<file path="src/sweep_regs.svh">
// Constants for the frequency sweep controller.
// Assumes a single 100 MHz clock; included by bare name.
`ifndef SWEEP_REGS_SVH
`define SWEEP_REGS_SVH
// Clock period in ns
`define SWEEP_CLK_NS     10
// Dwell per frequency step in ns
`define SWEEP_DWELL_NS   1000
// Fraction bits of the log ratio
`define SWEEP_LOG_FRAC   16
// Divider: load cycle 0, iterations 1..32
`define SWEEP_DIV_LOAD   6'h00
`define SWEEP_DIV_LAST   6'h20
// Reset values and the one-tick minimum
`define SWEEP_RST_WORD   32'h0000_0000
`define SWEEP_RST_STEPS  16'h0000
`define SWEEP_ONE_STEP   16'h0001
`endif

</file>
<file path="src/sweep_pkg.sv">
// Types shared by the sweep controller and its bench.
// Assumes sweep_regs.svh for numeric constants.
package sweep_pkg;
  typedef logic [31:0] freq_t;   // Phase increment word
  typedef logic [15:0] steps_t;  // Time in dwell ticks
  // Trigger source
  typedef enum logic [1:0] {
    SRC_INT = 2'h0, SRC_MAN = 2'h1, SRC_EXT = 2'h2
  } src_e;
  // External trigger edge
  typedef enum logic {EDGE_RISE = 1'h0, EDGE_FALL = 1'h1} edge_e;
  // Trigger output mode
  typedef enum logic [1:0] {
    TOUT_OFF = 2'h0, TOUT_RISE = 2'h1, TOUT_FALL = 2'h2
  } tout_e;
  // Sweep sequencer states
  typedef enum logic [5:0] {
    ST_IDLE  = 6'h01, ST_DIV = 6'h02, ST_SWEEP = 6'h04,
    ST_HOLD  = 6'h08, ST_RET = 6'h10, ST_GAP   = 6'h20
  } state_e;
  // Sweep configuration
  typedef struct packed {
    freq_t  start;     // Start frequency word
    freq_t  stop;      // Stop frequency word
    freq_t  marker;    // Marker frequency word
    logic   log_mode;  // 1: logarithmic steps
    steps_t ratio;     // Log step fraction, Q0.16
    steps_t sweep_t;   // Sweep time
    steps_t hold_t;    // Hold time
    steps_t ret_t;     // Return time
    steps_t gap_t;     // Interval time
    src_e   src;       // Trigger source
    edge_e  edge_sel;  // External edge
    tout_e  tout;      // Trigger output mode
  } sweep_cfg_s;
endpackage : sweep_pkg

</file>
<file path="src/frequency_sweep_controller.sv">
// Frequency sweep sequencer driving a phase accumulator.
// Assumes config is stable while a sweep runs; ext_trig is async.
`timescale 1ns/1ps
`include "sweep_regs.svh"
module frequency_sweep_controller #(
  parameter int DWELL_CYCLES = (`SWEEP_DWELL_NS + `SWEEP_CLK_NS - 1)
                               / `SWEEP_CLK_NS
)(
  // Clock and reset
  input  wire logic                 clk,
  input  wire logic                 rst,
  // Configuration
  input  wire sweep_pkg::sweep_cfg_s cfg,
  // Triggers
  input  wire logic                 manual_trig,
  input  wire logic                 ext_trig,
  // Oscillator and markers
  output sweep_pkg::freq_t          freq_q,
  output sweep_pkg::freq_t          phase_q,
  output logic                      trig_out_q,
  output logic                      sync_q,
  output logic                      busy_q
);
  import sweep_pkg::*;

  if (DWELL_CYCLES < 1 || DWELL_CYCLES > 65535)
  begin : g_bad_dwell
    $error("DWELL_CYCLES out of range");
  end

  localparam logic [15:0] DWELL_LAST = 16'(DWELL_CYCLES - 1);

  //////////////////////////////////////////////////////////////////
  // Helpers
  //////////////////////////////////////////////////////////////////
  // Zero time is served as one tick
  function automatic steps_t at_least_one(input steps_t t);
    at_least_one = (t == `SWEEP_RST_STEPS) ? `SWEEP_ONE_STEP : t;
  endfunction : at_least_one

  // Move f by s toward tgt, never past it
  function automatic freq_t toward(input freq_t f, input freq_t s,
                                   input logic up, input freq_t tgt);
    logic [32:0] sum;
    sum = {1'b0, f} + {1'b0, s};
    if (up)
      toward = (sum[32] || sum[31:0] > tgt) ? tgt : sum[31:0];
    else
      toward = (s > f || (f - s) < tgt) ? tgt : f - s;
  endfunction : toward

  // Log step: proportional to the present frequency
  function automatic freq_t log_step(input freq_t f, input steps_t r);
    logic [47:0] prod;
    prod = f * r;
    log_step = prod[47:`SWEEP_LOG_FRAC];
    if (log_step == `SWEEP_RST_WORD)
      log_step = 32'h0000_0001;
  endfunction : log_step

  //////////////////////////////////////////////////////////////////
  // Declarations
  //////////////////////////////////////////////////////////////////
  state_e      st_q;        // Sequencer state
  sweep_cfg_s  cfg_q;       // Config latched at sweep start
  logic [15:0] tmr_q;       // Cycle within dwell
  steps_t      stp_q;       // Tick within phase
  freq_t       lin_step_q;  // Sweep increment
  freq_t       ret_step_q;  // Return increment
  logic [5:0]  div_cnt_q;   // Divider iteration
  logic        div_pass_q;  // 0: sweep, 1: return
  logic [16:0] div_rem_q;   // Partial remainder
  freq_t       div_num_q;   // Shifting dividend/quotient
  logic        ext_meta_q;  // Synchroniser stage 1
  logic        ext_sync_q;  // Synchroniser stage 2
  logic        ext_prev_q;  // Edge history
  logic        marker_q;    // Marker already crossed

  //////////////////////////////////////////////////////////////////
  // Combinational decode
  //////////////////////////////////////////////////////////////////
  wire logic   up      = cfg_q.start < cfg_q.stop;
  wire freq_t  delta   = up ? cfg_q.stop - cfg_q.start
                            : cfg_q.start - cfg_q.stop;
  wire logic   tick    = tmr_q == DWELL_LAST;
  wire steps_t n_sweep = at_least_one(cfg_q.sweep_t);
  wire steps_t n_ret   = at_least_one(cfg_q.ret_t);
  wire steps_t n_hold  = at_least_one(cfg_q.hold_t);
  wire steps_t n_gap   = at_least_one(cfg_q.gap_t);
  wire logic   div_end = div_cnt_q == `SWEEP_DIV_LAST;
  // Sweep step by type
  wire freq_t  sw_step = cfg_q.log_mode
                         ? log_step(freq_q, cfg_q.ratio)
                         : lin_step_q;
  // Marker crossing in the sweep direction
  wire logic   passed  = up ? freq_q >= cfg_q.marker
                            : freq_q <= cfg_q.marker;
  // External active edge, only honoured for the external source
  wire logic   ext_rise = ext_sync_q & ~ext_prev_q;
  wire logic   ext_fall = ~ext_sync_q & ext_prev_q;
  wire logic   ext_edge = (cfg.edge_sel == EDGE_FALL)
                          ? ext_fall : ext_rise;
  logic go;
  // Start request by source, taken only in idle
  always_comb
  begin
    go = 1'b0;
    unique case (cfg.src)
      SRC_INT: go = 1'b1;
      SRC_MAN: go = manual_trig;
      SRC_EXT: go = ext_edge;
      default: go = 1'b0;
    endcase
  end
  wire logic phase_end =
    tick && stp_q == ((st_q == ST_SWEEP) ? n_sweep - 16'h1 :
                      (st_q == ST_HOLD)  ? n_hold  - 16'h1 :
                      (st_q == ST_RET)   ? n_ret   - 16'h1 :
                                           n_gap   - 16'h1);

  //////////////////////////////////////////////////////////////////
  // External trigger synchroniser and edge history
  //////////////////////////////////////////////////////////////////
  always_ff @(posedge clk)
  begin
    if (rst)
    begin
      ext_meta_q <= 1'b0;
      ext_sync_q <= 1'b0;
      ext_prev_q <= 1'b0;
    end
    else
    begin
      ext_meta_q <= ext_trig;
      ext_sync_q <= ext_meta_q;
      ext_prev_q <= ext_sync_q;
    end
  end

  //////////////////////////////////////////////////////////////////
  // Sequencer: states, dwell timer, tick counter
  //////////////////////////////////////////////////////////////////
  always_ff @(posedge clk)
  begin
    if (rst)
    begin
      st_q  <= ST_IDLE;
      tmr_q <= `SWEEP_RST_STEPS;
      stp_q <= `SWEEP_RST_STEPS;
    end
    else
    begin
      // Dwell timer wraps every DWELL_CYCLES
      tmr_q <= (tick || st_q == ST_IDLE || st_q == ST_DIV)
               ? `SWEEP_RST_STEPS : tmr_q + 16'h1;
      if (tick)
        stp_q <= phase_end ? `SWEEP_RST_STEPS : stp_q + 16'h1;
      unique case (st_q)
        ST_IDLE:
          if (go)
            st_q <= ST_DIV;
        ST_DIV:
          if (div_end && div_pass_q)
          begin
            st_q  <= ST_SWEEP;
            stp_q <= `SWEEP_RST_STEPS;
          end
        ST_SWEEP:
          if (phase_end)
            st_q <= ST_HOLD;
        ST_HOLD:
          if (phase_end)
            st_q <= ST_RET;
        ST_RET:
          if (phase_end)
            st_q <= ST_GAP;
        ST_GAP:
          if (phase_end)
            st_q <= (cfg_q.src == SRC_INT) ? ST_DIV
                                           : ST_IDLE;
      endcase
    end
  end

  //////////////////////////////////////////////////////////////////
  // Config latch at each sweep start
  //////////////////////////////////////////////////////////////////
  always_ff @(posedge clk)
  begin
    if (rst)
      cfg_q <= '0;
    else if ((st_q == ST_IDLE && go) ||
             (st_q == ST_GAP && phase_end && cfg_q.src == SRC_INT))
      cfg_q <= cfg;
  end

  //////////////////////////////////////////////////////////////////
  // Restoring divider: delta over tick count, twice per sweep
  //////////////////////////////////////////////////////////////////
  always_ff @(posedge clk)
  begin : p_div
    logic [16:0] sh;
    logic [16:0] den;
    sh  = {div_rem_q[15:0], div_num_q[31]};
    den = {1'b0, div_pass_q ? n_ret : n_sweep};
    if (rst)
    begin
      div_cnt_q  <= `SWEEP_DIV_LOAD;
      div_pass_q <= 1'b0;
      div_rem_q  <= '0;
      div_num_q  <= `SWEEP_RST_WORD;
      lin_step_q <= `SWEEP_RST_WORD;
      ret_step_q <= `SWEEP_RST_WORD;
    end
    else if (st_q != ST_DIV)
    begin
      div_cnt_q  <= `SWEEP_DIV_LOAD;
      div_pass_q <= 1'b0;
    end
    else if (div_cnt_q == `SWEEP_DIV_LOAD)
    begin
      div_rem_q <= '0;
      div_num_q <= delta;
      div_cnt_q <= div_cnt_q + 6'h1;
    end
    else
    begin
      // One quotient bit per cycle
      div_rem_q <= (sh >= den) ? sh - den : sh;
      div_num_q <= {div_num_q[30:0], sh >= den};
      div_cnt_q <= div_end ? `SWEEP_DIV_LOAD : div_cnt_q + 6'h1;
      if (div_end)
      begin
        div_pass_q <= 1'b1;
        if (div_pass_q)
          ret_step_q <= {div_num_q[30:0], sh >= den};
        else
          lin_step_q <= {div_num_q[30:0], sh >= den};
      end
    end
  end : p_div

  //////////////////////////////////////////////////////////////////
  // Frequency word: stepped once per dwell tick
  //////////////////////////////////////////////////////////////////
  always_ff @(posedge clk)
  begin
    if (rst)
      freq_q <= `SWEEP_RST_WORD;
    else
      unique case (st_q)
        ST_IDLE, ST_DIV:
          freq_q <= cfg_q.start;
        ST_SWEEP:
          if (phase_end)
            freq_q <= cfg_q.stop;
          else if (tick)
            freq_q <= toward(freq_q, sw_step, up,
                             cfg_q.stop);
        ST_HOLD:
          freq_q <= cfg_q.stop;
        ST_RET:
          if (phase_end)
            freq_q <= cfg_q.start;
          else if (tick)
            freq_q <= toward(freq_q, ret_step_q, ~up,
                             cfg_q.start);
        ST_GAP:
          freq_q <= cfg_q.start;
      endcase
  end

  //////////////////////////////////////////////////////////////////
  // Phase accumulator: free running, only the increment changes
  //////////////////////////////////////////////////////////////////
  always_ff @(posedge clk)
  begin
    if (rst)
      phase_q <= `SWEEP_RST_WORD;
    else
      phase_q <= phase_q + freq_q;
  end

  //////////////////////////////////////////////////////////////////
  // Sync, trigger output and busy flag
  //////////////////////////////////////////////////////////////////
  wire logic entering = st_q == ST_DIV && div_end && div_pass_q;
  always_ff @(posedge clk)
  begin
    if (rst)
    begin
      sync_q     <= 1'b0;
      trig_out_q <= 1'b0;
      marker_q   <= 1'b0;
      busy_q     <= 1'b0;
    end
    else
    begin
      busy_q <= st_q != ST_IDLE;
      if (entering)
      begin
        // Sweep start point
        sync_q     <= 1'b1;
        trig_out_q <= cfg_q.tout == TOUT_RISE;
        marker_q   <= 1'b0;
      end
      else if ((st_q == ST_SWEEP || st_q == ST_HOLD) && passed &&
               !marker_q)
      begin
        // Marker crossing; the final snap to stop is only seen in the
        // first hold cycle, so a marker passed by that snap still counts
        sync_q     <= 1'b0;
        trig_out_q <= cfg_q.tout == TOUT_FALL;
        marker_q   <= 1'b1;
      end
      else if (cfg_q.tout == TOUT_OFF)
        trig_out_q <= 1'b0;
    end
  end

  //////////////////////////////////////////////////////////////////
  // Checks
  //////////////////////////////////////////////////////////////////
  logic [31:0] sw_cyc_q;  // Cycles spent in the sweep phase
  always_ff @(posedge clk)
  begin
    if (rst || st_q != ST_SWEEP)
      sw_cyc_q <= 32'h0;
    else
      sw_cyc_q <= sw_cyc_q + 32'h1;
  end

  phase_cont_a: assert property (
    @(posedge clk) disable iff (rst)
    !$past(rst) |-> phase_q == $past(phase_q) + $past(freq_q))
    else $error("phase accumulator jumped");

  sweep_len_a: assert property (
    @(posedge clk) disable iff (rst)
    (st_q == ST_SWEEP ##1 st_q == ST_HOLD) |->
    $past(sw_cyc_q) + 32'h1 == 32'(n_sweep) * 32'(DWELL_CYCLES))
    else $error("sweep time wrong");

  up_dir_a: assert property (
    @(posedge clk) disable iff (rst)
    (st_q == ST_SWEEP && up) ##1 st_q == ST_SWEEP |->
    freq_q >= $past(freq_q))
    else $error("upward sweep went down");

  down_dir_a: assert property (
    @(posedge clk) disable iff (rst)
    (st_q == ST_SWEEP && !up) ##1 st_q == ST_SWEEP |->
    freq_q <= $past(freq_q))
    else $error("downward sweep went up");

  lin_step_a: assert property (
    @(posedge clk) disable iff (rst)
    (st_q == ST_SWEEP && !cfg_q.log_mode && up && tick &&
     !phase_end && freq_q + lin_step_q <= cfg_q.stop) |=>
    freq_q == $past(freq_q) + lin_step_q)
    else $error("linear step not equal");

  log_step_a: assert property (
    @(posedge clk) disable iff (rst)
    (st_q == ST_SWEEP && cfg_q.log_mode && up && tick &&
     !phase_end && freq_q < cfg_q.stop - sw_step) |=>
    freq_q - $past(freq_q) == log_step($past(freq_q), cfg_q.ratio))
    else $error("log step wrong");

  hold_stop_a: assert property (
    @(posedge clk) disable iff (rst)
    st_q == ST_HOLD ##1 st_q == ST_HOLD |-> freq_q == cfg_q.stop)
    else $error("hold not at stop");

  ret_start_a: assert property (
    @(posedge clk) disable iff (rst)
    st_q == ST_GAP ##1 st_q == ST_GAP |-> freq_q == cfg_q.start)
    else $error("return did not reach start");

  trig_off_a: assert property (
    @(posedge clk) disable iff (rst)
    cfg_q.tout == TOUT_OFF && $past(cfg_q.tout) == TOUT_OFF |=>
    !trig_out_q)
    else $error("trigger out pulsed while off");

  sync_rise_a: assert property (
    @(posedge clk) disable iff (rst)
    entering |=> sync_q && st_q == ST_SWEEP)
    else $error("sync not raised at start");

  manual_wait_a: assert property (
    @(posedge clk) disable iff (rst)
    st_q == ST_IDLE && cfg.src == SRC_MAN && !manual_trig |=>
    st_q == ST_IDLE)
    else $error("sweep without manual trigger");

  int_repeat_a: assert property (
    @(posedge clk) disable iff (rst)
    st_q == ST_GAP && phase_end && cfg_q.src == SRC_INT |=>
    st_q == ST_DIV)
    else $error("internal source did not repeat");

  sweep_c: cover property (@(posedge clk) disable iff (rst)
    st_q == ST_SWEEP ##1 st_q == ST_HOLD);
  ext_c: cover property (@(posedge clk) disable iff (rst)
    st_q == ST_IDLE && cfg.src == SRC_EXT && ext_edge);
  marker_c: cover property (@(posedge clk) disable iff (rst)
    $fell(sync_q) && st_q == ST_SWEEP);
endmodule : frequency_sweep_controller

</file>
<file path="config.mk">
export PLATFORM = sky130hd
export DESIGN_NAME = frequency_sweep_controller
export DESIGN_NICKNAME = d
export VERILOG_FILES = /design/src/sweep_pkg.sv /design/src/frequency_sweep_controller.sv
export VERILOG_INCLUDE_DIRS = /design/src /design/src/src
export SDC_FILE = /design/constraint.sdc
export NUM_CORES = 2
export LEC_CHECK = 0
export BUFFER_PORTS_ARGS = -buffer_cell sky130_fd_sc_hd__buf_2
export CAP_MARGIN = 15
export CORE_ASPECT_RATIO = 0.9
export CORE_MARGIN = 5
export CORE_UTILIZATION = 35
export DETAILED_ROUTE_END_ITERATION = 7
export GPL_TIMING_DRIVEN = 0
export PLACE_DENSITY = 0.5
export SYNTH_ARGS = -nofsm -noshare
export SYNTH_HDL_FRONTEND = slang
export SYNTH_SLANG_ARGS = --single-unit
</file>
<file path="constraint.sdc">
create_clock -name clk -period 11.1 [get_ports clk]
set_input_delay 0 -clock clk [delete_from_list [all_inputs] [get_ports clk]]
set_output_delay 0 -clock clk [all_outputs]
set_load 0.05 [all_outputs]
</file>
## Word level (Yosys, flattened, before mapping)

Index checks and enable logic that the tools add are counted.

| operators by class | value |
|---|---|
| add/sub/neg operators | 15 |
| multiply operators | 1 |
| divide/modulo/power cells | 0 |
| magnitude comparators | 10 |
| equal/unequal tests | 23 |
| shifts and indexed selects | 0 |
| mux-type cells | 47 |
| bitwise operators | 7 |
| reductions and logical operators | 38 |

Operators with widths:

| kind | number |
|---|---|
| $mux W32 | 14 |
| $mux W16 | 14 |
| $gt A32 B32 Y1 | 4 |
| $pmux W32 S4 | 1 |
| $sub A32 B32 Y32 | 4 |
| $lt A32 B32 Y1 | 3 |
| $add A32 B32 Y33 | 2 |
| $logic_not A16 Y1 | 4 |
| $sub A16 B1 Y16 const B | 4 |
| $mul A32 B16 Y48 | 1 |
| $mux W6 | 8 |
| $pmux W6 S6 | 1 |
| $add A16 B1 Y16 const B | 2 |
| $add A32 B32 Y32 | 1 |
| $ge A32 B32 Y1 | 1 |
| $le A32 B32 Y1 | 1 |
| $logic_not A32 Y1 | 1 |
| $ge A17 B16 Y1 | 1 |
| $eq A16 B16 Y1 | 1 |
| $eq A16 B7 Y1 const B | 1 |
| $sub A16 B16 Y16 | 1 |
| $eq A6 B6 Y1 const B | 2 |
| $ne A2 B2 Y1 const B | 6 |
| $logic_and A1 B1 Y1 | 9 |
| other kinds (27) | 54 |

| word-level totals | value |
|---|---|
| register bits | 409 |
| bits in latches | 0 |
| memory bits (writable) | 0 |
| ROM bits | 0 |
| input port bits | 186 |
| output and inout port bits | 67 |
| memories kept | 0 |

## Longest topological paths before layout

| logic depth | value |
|---|---|
| word-level depth | 12 |
| mapped depth | 55 |

## Worst setup path before layout

Ideal clock, no wire load.

| timing | value |
|---|---|
| path type | reg2reg |
| start point | register freq_q[16] |
| end point | register freq_q[27] |
| setup time | 0.120 ns |
| arrival | 12.081 ns |
| required time | 10.980 ns |
| slack | -1.101 ns |
| cell stages (with the launch flop) | 51 |
| period minus slack after synthesis | 12.201 ns |
| path through | dfxtp_1 clkbuf_1 nand2_1 fa_1 fa_1 fa_1 inv_1 fa_1 fa_1 inv_1 fa_1 inv_1 ha_1 or3_1 o21ai_0 o32a_1 o211ai_1 a221oi_1 (+15 left out) o21ai_0 a41o_1 and2_1 o21a_1 nor2_1 xnor2_1 ha_1 nand4_1 nor2_1 nand2_1 or4_1 o22ai_1 nand3_1 nand2b_1 a22oi_2 o21ai_4 a221o_1 o31a_1 |

| between the ends | value |
|---|---|
| longest elaborated chain between the ends | 12 |
| elaborated cells between the ends (all ways) | 29 |

RTL lines:

| what | RTL line | text |
|---|---|---|
| from (decl) | frequency_sweep_controller.sv:18 | `output sweep_pkg::freq_t freq_q,` |
| from (signal assigned) | frequency_sweep_controller.sv:249 | `` freq_q <= `SWEEP_RST_WORD; `` |
| from (signal assigned) | frequency_sweep_controller.sv:253 | `freq_q <= cfg_q.start;` |
| from (signal assigned) | frequency_sweep_controller.sv:256 | `freq_q <= cfg_q.stop;` |
| $mul A32 B16 Y48 | frequency_sweep_controller.sv:55 | `prod = f * r;` |
| $logic_not A32 Y1 (no source line) | -- |  |
| $mux W32 | frequency_sweep_controller.sv:57 | `` if (log_step == `SWEEP_RST_WORD) `` |
| $mux W32 | frequency_sweep_controller.sv:93 | `? log_step(freq_q, cfg_q.ratio)` |
| $sub A32 B32 Y32 or $add A32 B32 Y33 (tied branches) | frequency_sweep_controller.sv:49, frequency_sweep_controller.sv:45 |  |
| $lt A32 B32 Y1 or $gt A32 B32 Y1 (tied branches) | frequency_sweep_controller.sv:49, frequency_sweep_controller.sv:47 |  |
| $logic_or A1 B1 Y1 (on tied branches) | frequency_sweep_controller.sv:49, frequency_sweep_controller.sv:47 |  |
| $mux W32 (on tied branches) | frequency_sweep_controller.sv:49, frequency_sweep_controller.sv:47 |  |
| $mux W32 | frequency_sweep_controller.sv:46 | `if (up)` |
| $mux W32 | frequency_sweep_controller.sv:257 | `else if (tick)` |
| $mux W32 | frequency_sweep_controller.sv:255 | `if (phase_end)` |
| $pmux W32 S4 * | frequency_sweep_controller.sv:251 | `unique case (st_q)` |

Mark *: on every way between the ends. The rest lies on a longest branch, timed or not. The select of a mux whose other input is x is not followed.
A chain may end at the register's enable or synchronous reset.

## Worst setup path after layout

| timing | value |
|---|---|
| start point | register freq_q[9] |
| end point | register freq_q[21] |

Same word-level chain as after synthesis.

==> qor.log <==
INFO  sta            worstMarginPinSlew=1263ps
INFO  cts            cts_sinks=409
INFO  die            die_area=147700um^2
INFO  sta            period_minus_slack=12680ps
INFO  synthesis      post_syn_nets=7353
INFO  layout         num-nets-final=7983
INFO  cts            cts_inserted_buffers=50
INFO  synthesis      post_synth_instance_area=49040um^2
INFO  sta            final-hold-violation-count=0
INFO  run_status     run_status=finished, violations left
INFO  route          via_per_inst=5.593
INFO  synthesis      most_area_consuming_cells_after_synthesis=sky130_fd_sc_hd__fa_1, sky130_fd_sc_hd__dfxtp_1, sky130_fd_sc_hd__ha_1
INFO  layout         layout-drive-gt1-share=12.63%
INFO  cts            ctsHtreeMaxLevel=2
INFO  synthesis      synthDominantCellAreaShare=17.35%
INFO  route          detail_route.wirelength=232700um
INFO  synthesis      synth_cells=6223
INFO  sta            final_worst_slack=-1581ps
INFO  route          initialDrtViolationCount=4928
INFO  sta            timing.fmax=78.86MHz
INFO  run_status     failed_checks=setup timing
INFO  synthesis      synth_seq_area_share=16.70%
INFO  power_and_ir_drop pwr_density_cell=268.2nW/um^2
INFO  power_and_ir_drop p_leak=0.02612uW
INFO  die            chipHeight=365.1um
INFO  die            core=139400um^2
INFO  critical_path  worstPathArrival=13160ps
INFO  hold_path      min_path_type=primary input to flip-flop
INFO  place          globalplace.congestion=0.9657
INFO  layout         layout.core_utilization=42.45%
INFO  power_and_ir_drop fin_total_pwr=15870uW
INFO  route          vias=48960
INFO  run            cap_viol_max_count=0
INFO  critical_path  top_cell_family_by_delay_on_the_critical_path=adder cells
INFO  critical_path  path_common_cell=sky130_fd_sc_hd__fa_1
INFO  synthesis      synth_top_flop_cell=sky130_fd_sc_hd__dfxtp_1
INFO  global_route   track_usage=30.44%
INFO  die            rows=130
INFO  synthesis      yosys_register_bits=409
INFO  synthesis      synth_warnings=0
INFO  global_route   global_route_wire_length_before_repair=330200um
INFO  die            num_io_pins=253
INFO  route          route.detailed.wl_per_inst=26.58um
INFO  layout         area_growth_syn_to_layout=20.68%
INFO  layout         final_common_cell=sky130_fd_sc_hd__nand2_1
INFO  cts            insertion_delay=660ps
INFO  critical_path  startpoint_type=flip-flop
INFO  synthesis      ys_types=93
INFO  cts            clock_tree_from_tritoncts=done
INFO  route          drt_drc_violations_left=0
INFO  synthesis      yosysTopAreaCell=sky130_fd_sc_hd__fa_1
INFO  power_and_ir_drop vdd_drop_max=0.5998mV
INFO  global_route   first_global_vias=47120
INFO  die            floorplan.initialDensity=35.18%
INFO  critical_path  worst-setup-path-type=flip-flop to flip-flop
INFO  sta            slew_headroom=15.82%
INFO  cts            cts_max_path_buffers=3
INFO  sta            grt_setup_unrepaired=yes
INFO  layout         commonest_cells_after_routing_fill_and_taps_aside=sky130_fd_sc_hd__nand2_1, sky130_fd_sc_hd__inv_1, sky130_fd_sc_hd__a21oi_1, sky130_fd_sc_hd__ha_1, sky130_fd_sc_hd__fa_1
INFO  sta            setup_viol=32
INFO  die            chipWidth=404.6um
INFO  cts            cts.clk_slew.worst_paths=70ps
INFO  critical_path  cp-end-kind=flip-flop
INFO  critical_path  critical_path.max_fanout=7
INFO  route          antenna_violating_nets_post_route=0
INFO  route          pre_antenna_drt_iters=7
INFO  global_route   maximum_number_of_pins_on_one_net_before_global_route_repair=15
INFO  synthesis      synth-edff-count=0
INFO  cts            clock-root-buffer=sky130_fd_sc_hd__clkbuf_16
INFO  place          io_buffer_count=251
INFO  global_route   grt_antenna_before_repair=27
INFO  sta            fin_worst_skew=47.43ps
INFO  sta            final.period_utilization=114.2%
INFO  synthesis      synth.avg_cell_area=7.880um^2
INFO  critical_path  cp.required=11580ps
INFO  critical_path  timing.critical_path.buf_inv=8
INFO  critical_path  critPathMaxStageDelay=560ps
INFO  critical_path  cp_slowest_cell=sky130_fd_sc_hd__fa_2
INFO  sta            finalMaxSlewViolations=0
INFO  synthesis      synth-async-reset-ratio=0%
INFO  global_route   overflow=0
INFO  critical_path  r2r_setup_slack=-1580ps
INFO  place          detailedPlacementHpwl=175300um
-- area by class of cell --
class | instances | area, um^2
tap | 1848 | 2312
fill | 14350 | 80220
antenna | 16 | 40.04
multi-input combinational | 4798 | 37890
buffer | 323 | 1911
sequential | 409 | 8347
clock inverter | 16 | 210.2
clock buffer | 73 | 1513
timing repair buffer | 581 | 4362
inverter | 690 | 2590
-- through the flow --
stage / instances / hold WS (ps) / setup TNS (ps) / setup slack, ps / area, um^2
final: 8754 / 73.50 / -45680 / -1581 / 59180
after global routing: 8739 / 75.65 / -53360 / -1795 / 59140
after CTS: 8720 / 53.14 / -39390 / -1378 / 58690
after detailed placement: 8325 / 221.4 / -112780 / -3951 / 53030
after global placement: 8322 / 226.5 / -136590 / -4646 / 52990
after floorplan: 6223 / 128.2 / 0 / 0.7594 / 49420
-- cell usage after synthesis (24+ instances only) --
| master | count |
|---|---|
| sky130_fd_sc_hd__fa_1 | 425 |
| sky130_fd_sc_hd__o21a_1 | 33 |
| sky130_fd_sc_hd__and3_1 | 33 |
| sky130_fd_sc_hd__nor3_1 | 99 |
| sky130_fd_sc_hd__clkbuf_1 | 278 |
| sky130_fd_sc_hd__o211ai_1 | 38 |
| sky130_fd_sc_hd__xor2_1 | 81 |
| sky130_fd_sc_hd__nor2b_1 | 53 |
| sky130_fd_sc_hd__a22o_1 | 55 |
| sky130_fd_sc_hd__a221oi_1 | 39 |
| sky130_fd_sc_hd__a211oi_1 | 56 |
| sky130_fd_sc_hd__nor2_1 | 379 |
| sky130_fd_sc_hd__o21ai_0 | 199 |
| sky130_fd_sc_hd__nand2b_1 | 43 |
| sky130_fd_sc_hd__xnor2_1 | 175 |
| sky130_fd_sc_hd__nand2_1 | 968 |
| sky130_fd_sc_hd__a31oi_1 | 40 |
| sky130_fd_sc_hd__or3_1 | 39 |
| sky130_fd_sc_hd__nor4_1 | 40 |
| sky130_fd_sc_hd__dfxtp_1 | 409 |
| sky130_fd_sc_hd__buf_2 | 25 |
| sky130_fd_sc_hd__o21bai_1 | 61 |
| sky130_fd_sc_hd__nand3_1 | 87 |
| sky130_fd_sc_hd__inv_1 | 689 |
| sky130_fd_sc_hd__o31ai_1 | 31 |
| sky130_fd_sc_hd__a21o_1 | 117 |
| sky130_fd_sc_hd__nand4_1 | 54 |
| sky130_fd_sc_hd__ha_1 | 519 |
| sky130_fd_sc_hd__a21oi_1 | 544 |
| sky130_fd_sc_hd__mux2_2 | 24 |
| sky130_fd_sc_hd__and2_1 | 222 |
| sky130_fd_sc_hd__mux2i_1 | 35 |
-- report_power, final --
part           internal [uW]  switching (uW)  leakage [uW]
Clock                   1020             740      0.000834
Combinational           4410            7760        0.0219
Sequential              1620             317       0.00335
-- routing by layer --
metal / global-route usage (%) / vias to the layer above / part of all wire (%)
li1: - / 22300 / -
met2: 48.08 / 1988 / 44
met5: 0 / - / 0.038
met3: 6.365 / 403 / 8.3
met4: 12.07 / 12 / 4.6
met1: 40.82 / 24260 / 43
-- registers in the layout (all words and copies together) (netlist names), 16 cells and up --
signal      flops
tmr_q          16
lin_step_q     32
phase_q        32
freq_q         32
stp_q          16
div_rem_q      16
div_num_q      32
ret_step_q     32
cfg_q         181
-- final timing paths --
check / startpoint / to / depth (start not counted)
min: rst / phase_q[29] / 3
max: freq_q[9] / freq_q[21] / 54
min reg2reg: ext_meta_q / ext_sync_q / 1
max reg2reg: freq_q[9] / freq_q[21] / 54
-- worst reg2reg max path, delay by kind of cell (launching register included) --
family / cells / cell delay, ps
adder cells (fa/ha/maj): 10 / 4340
AO/OA/AOI/OAI: 16 / 3350
AND/OR/NAND/NOR: 18 / 2970
buffers and inverters: 8 / 1160
flip-flops: 1 / 420
XOR/XNOR: 2 / 320
-- logic make-up (layout without fill, tap and decap cells) --
group           after synthesis  in the layout  synth area share [%]
simple gates               2092           2092                 19.63
compound gates             1447           1447                 19.23
buf+inv                    1016           1683                 8.017
fa+ha+maj                   944            944                 30.59
flops                       409            409                 16.70
xor+xnor                    256            256                 4.572
mux                          59             59                 1.266
other cells                   0             16                     0
-- repair_timing --
item	in CTS	in global routing
pin swaps	79	40
setup buffers	123	15
gates resized for setup	305	76
endpoints found under the hold margin	182	0
hold buffers	182	0
gates cloned	4	0
endpoints found under the setup margin	32	32
No activity file was read; power rests on OpenSTA's default activity.
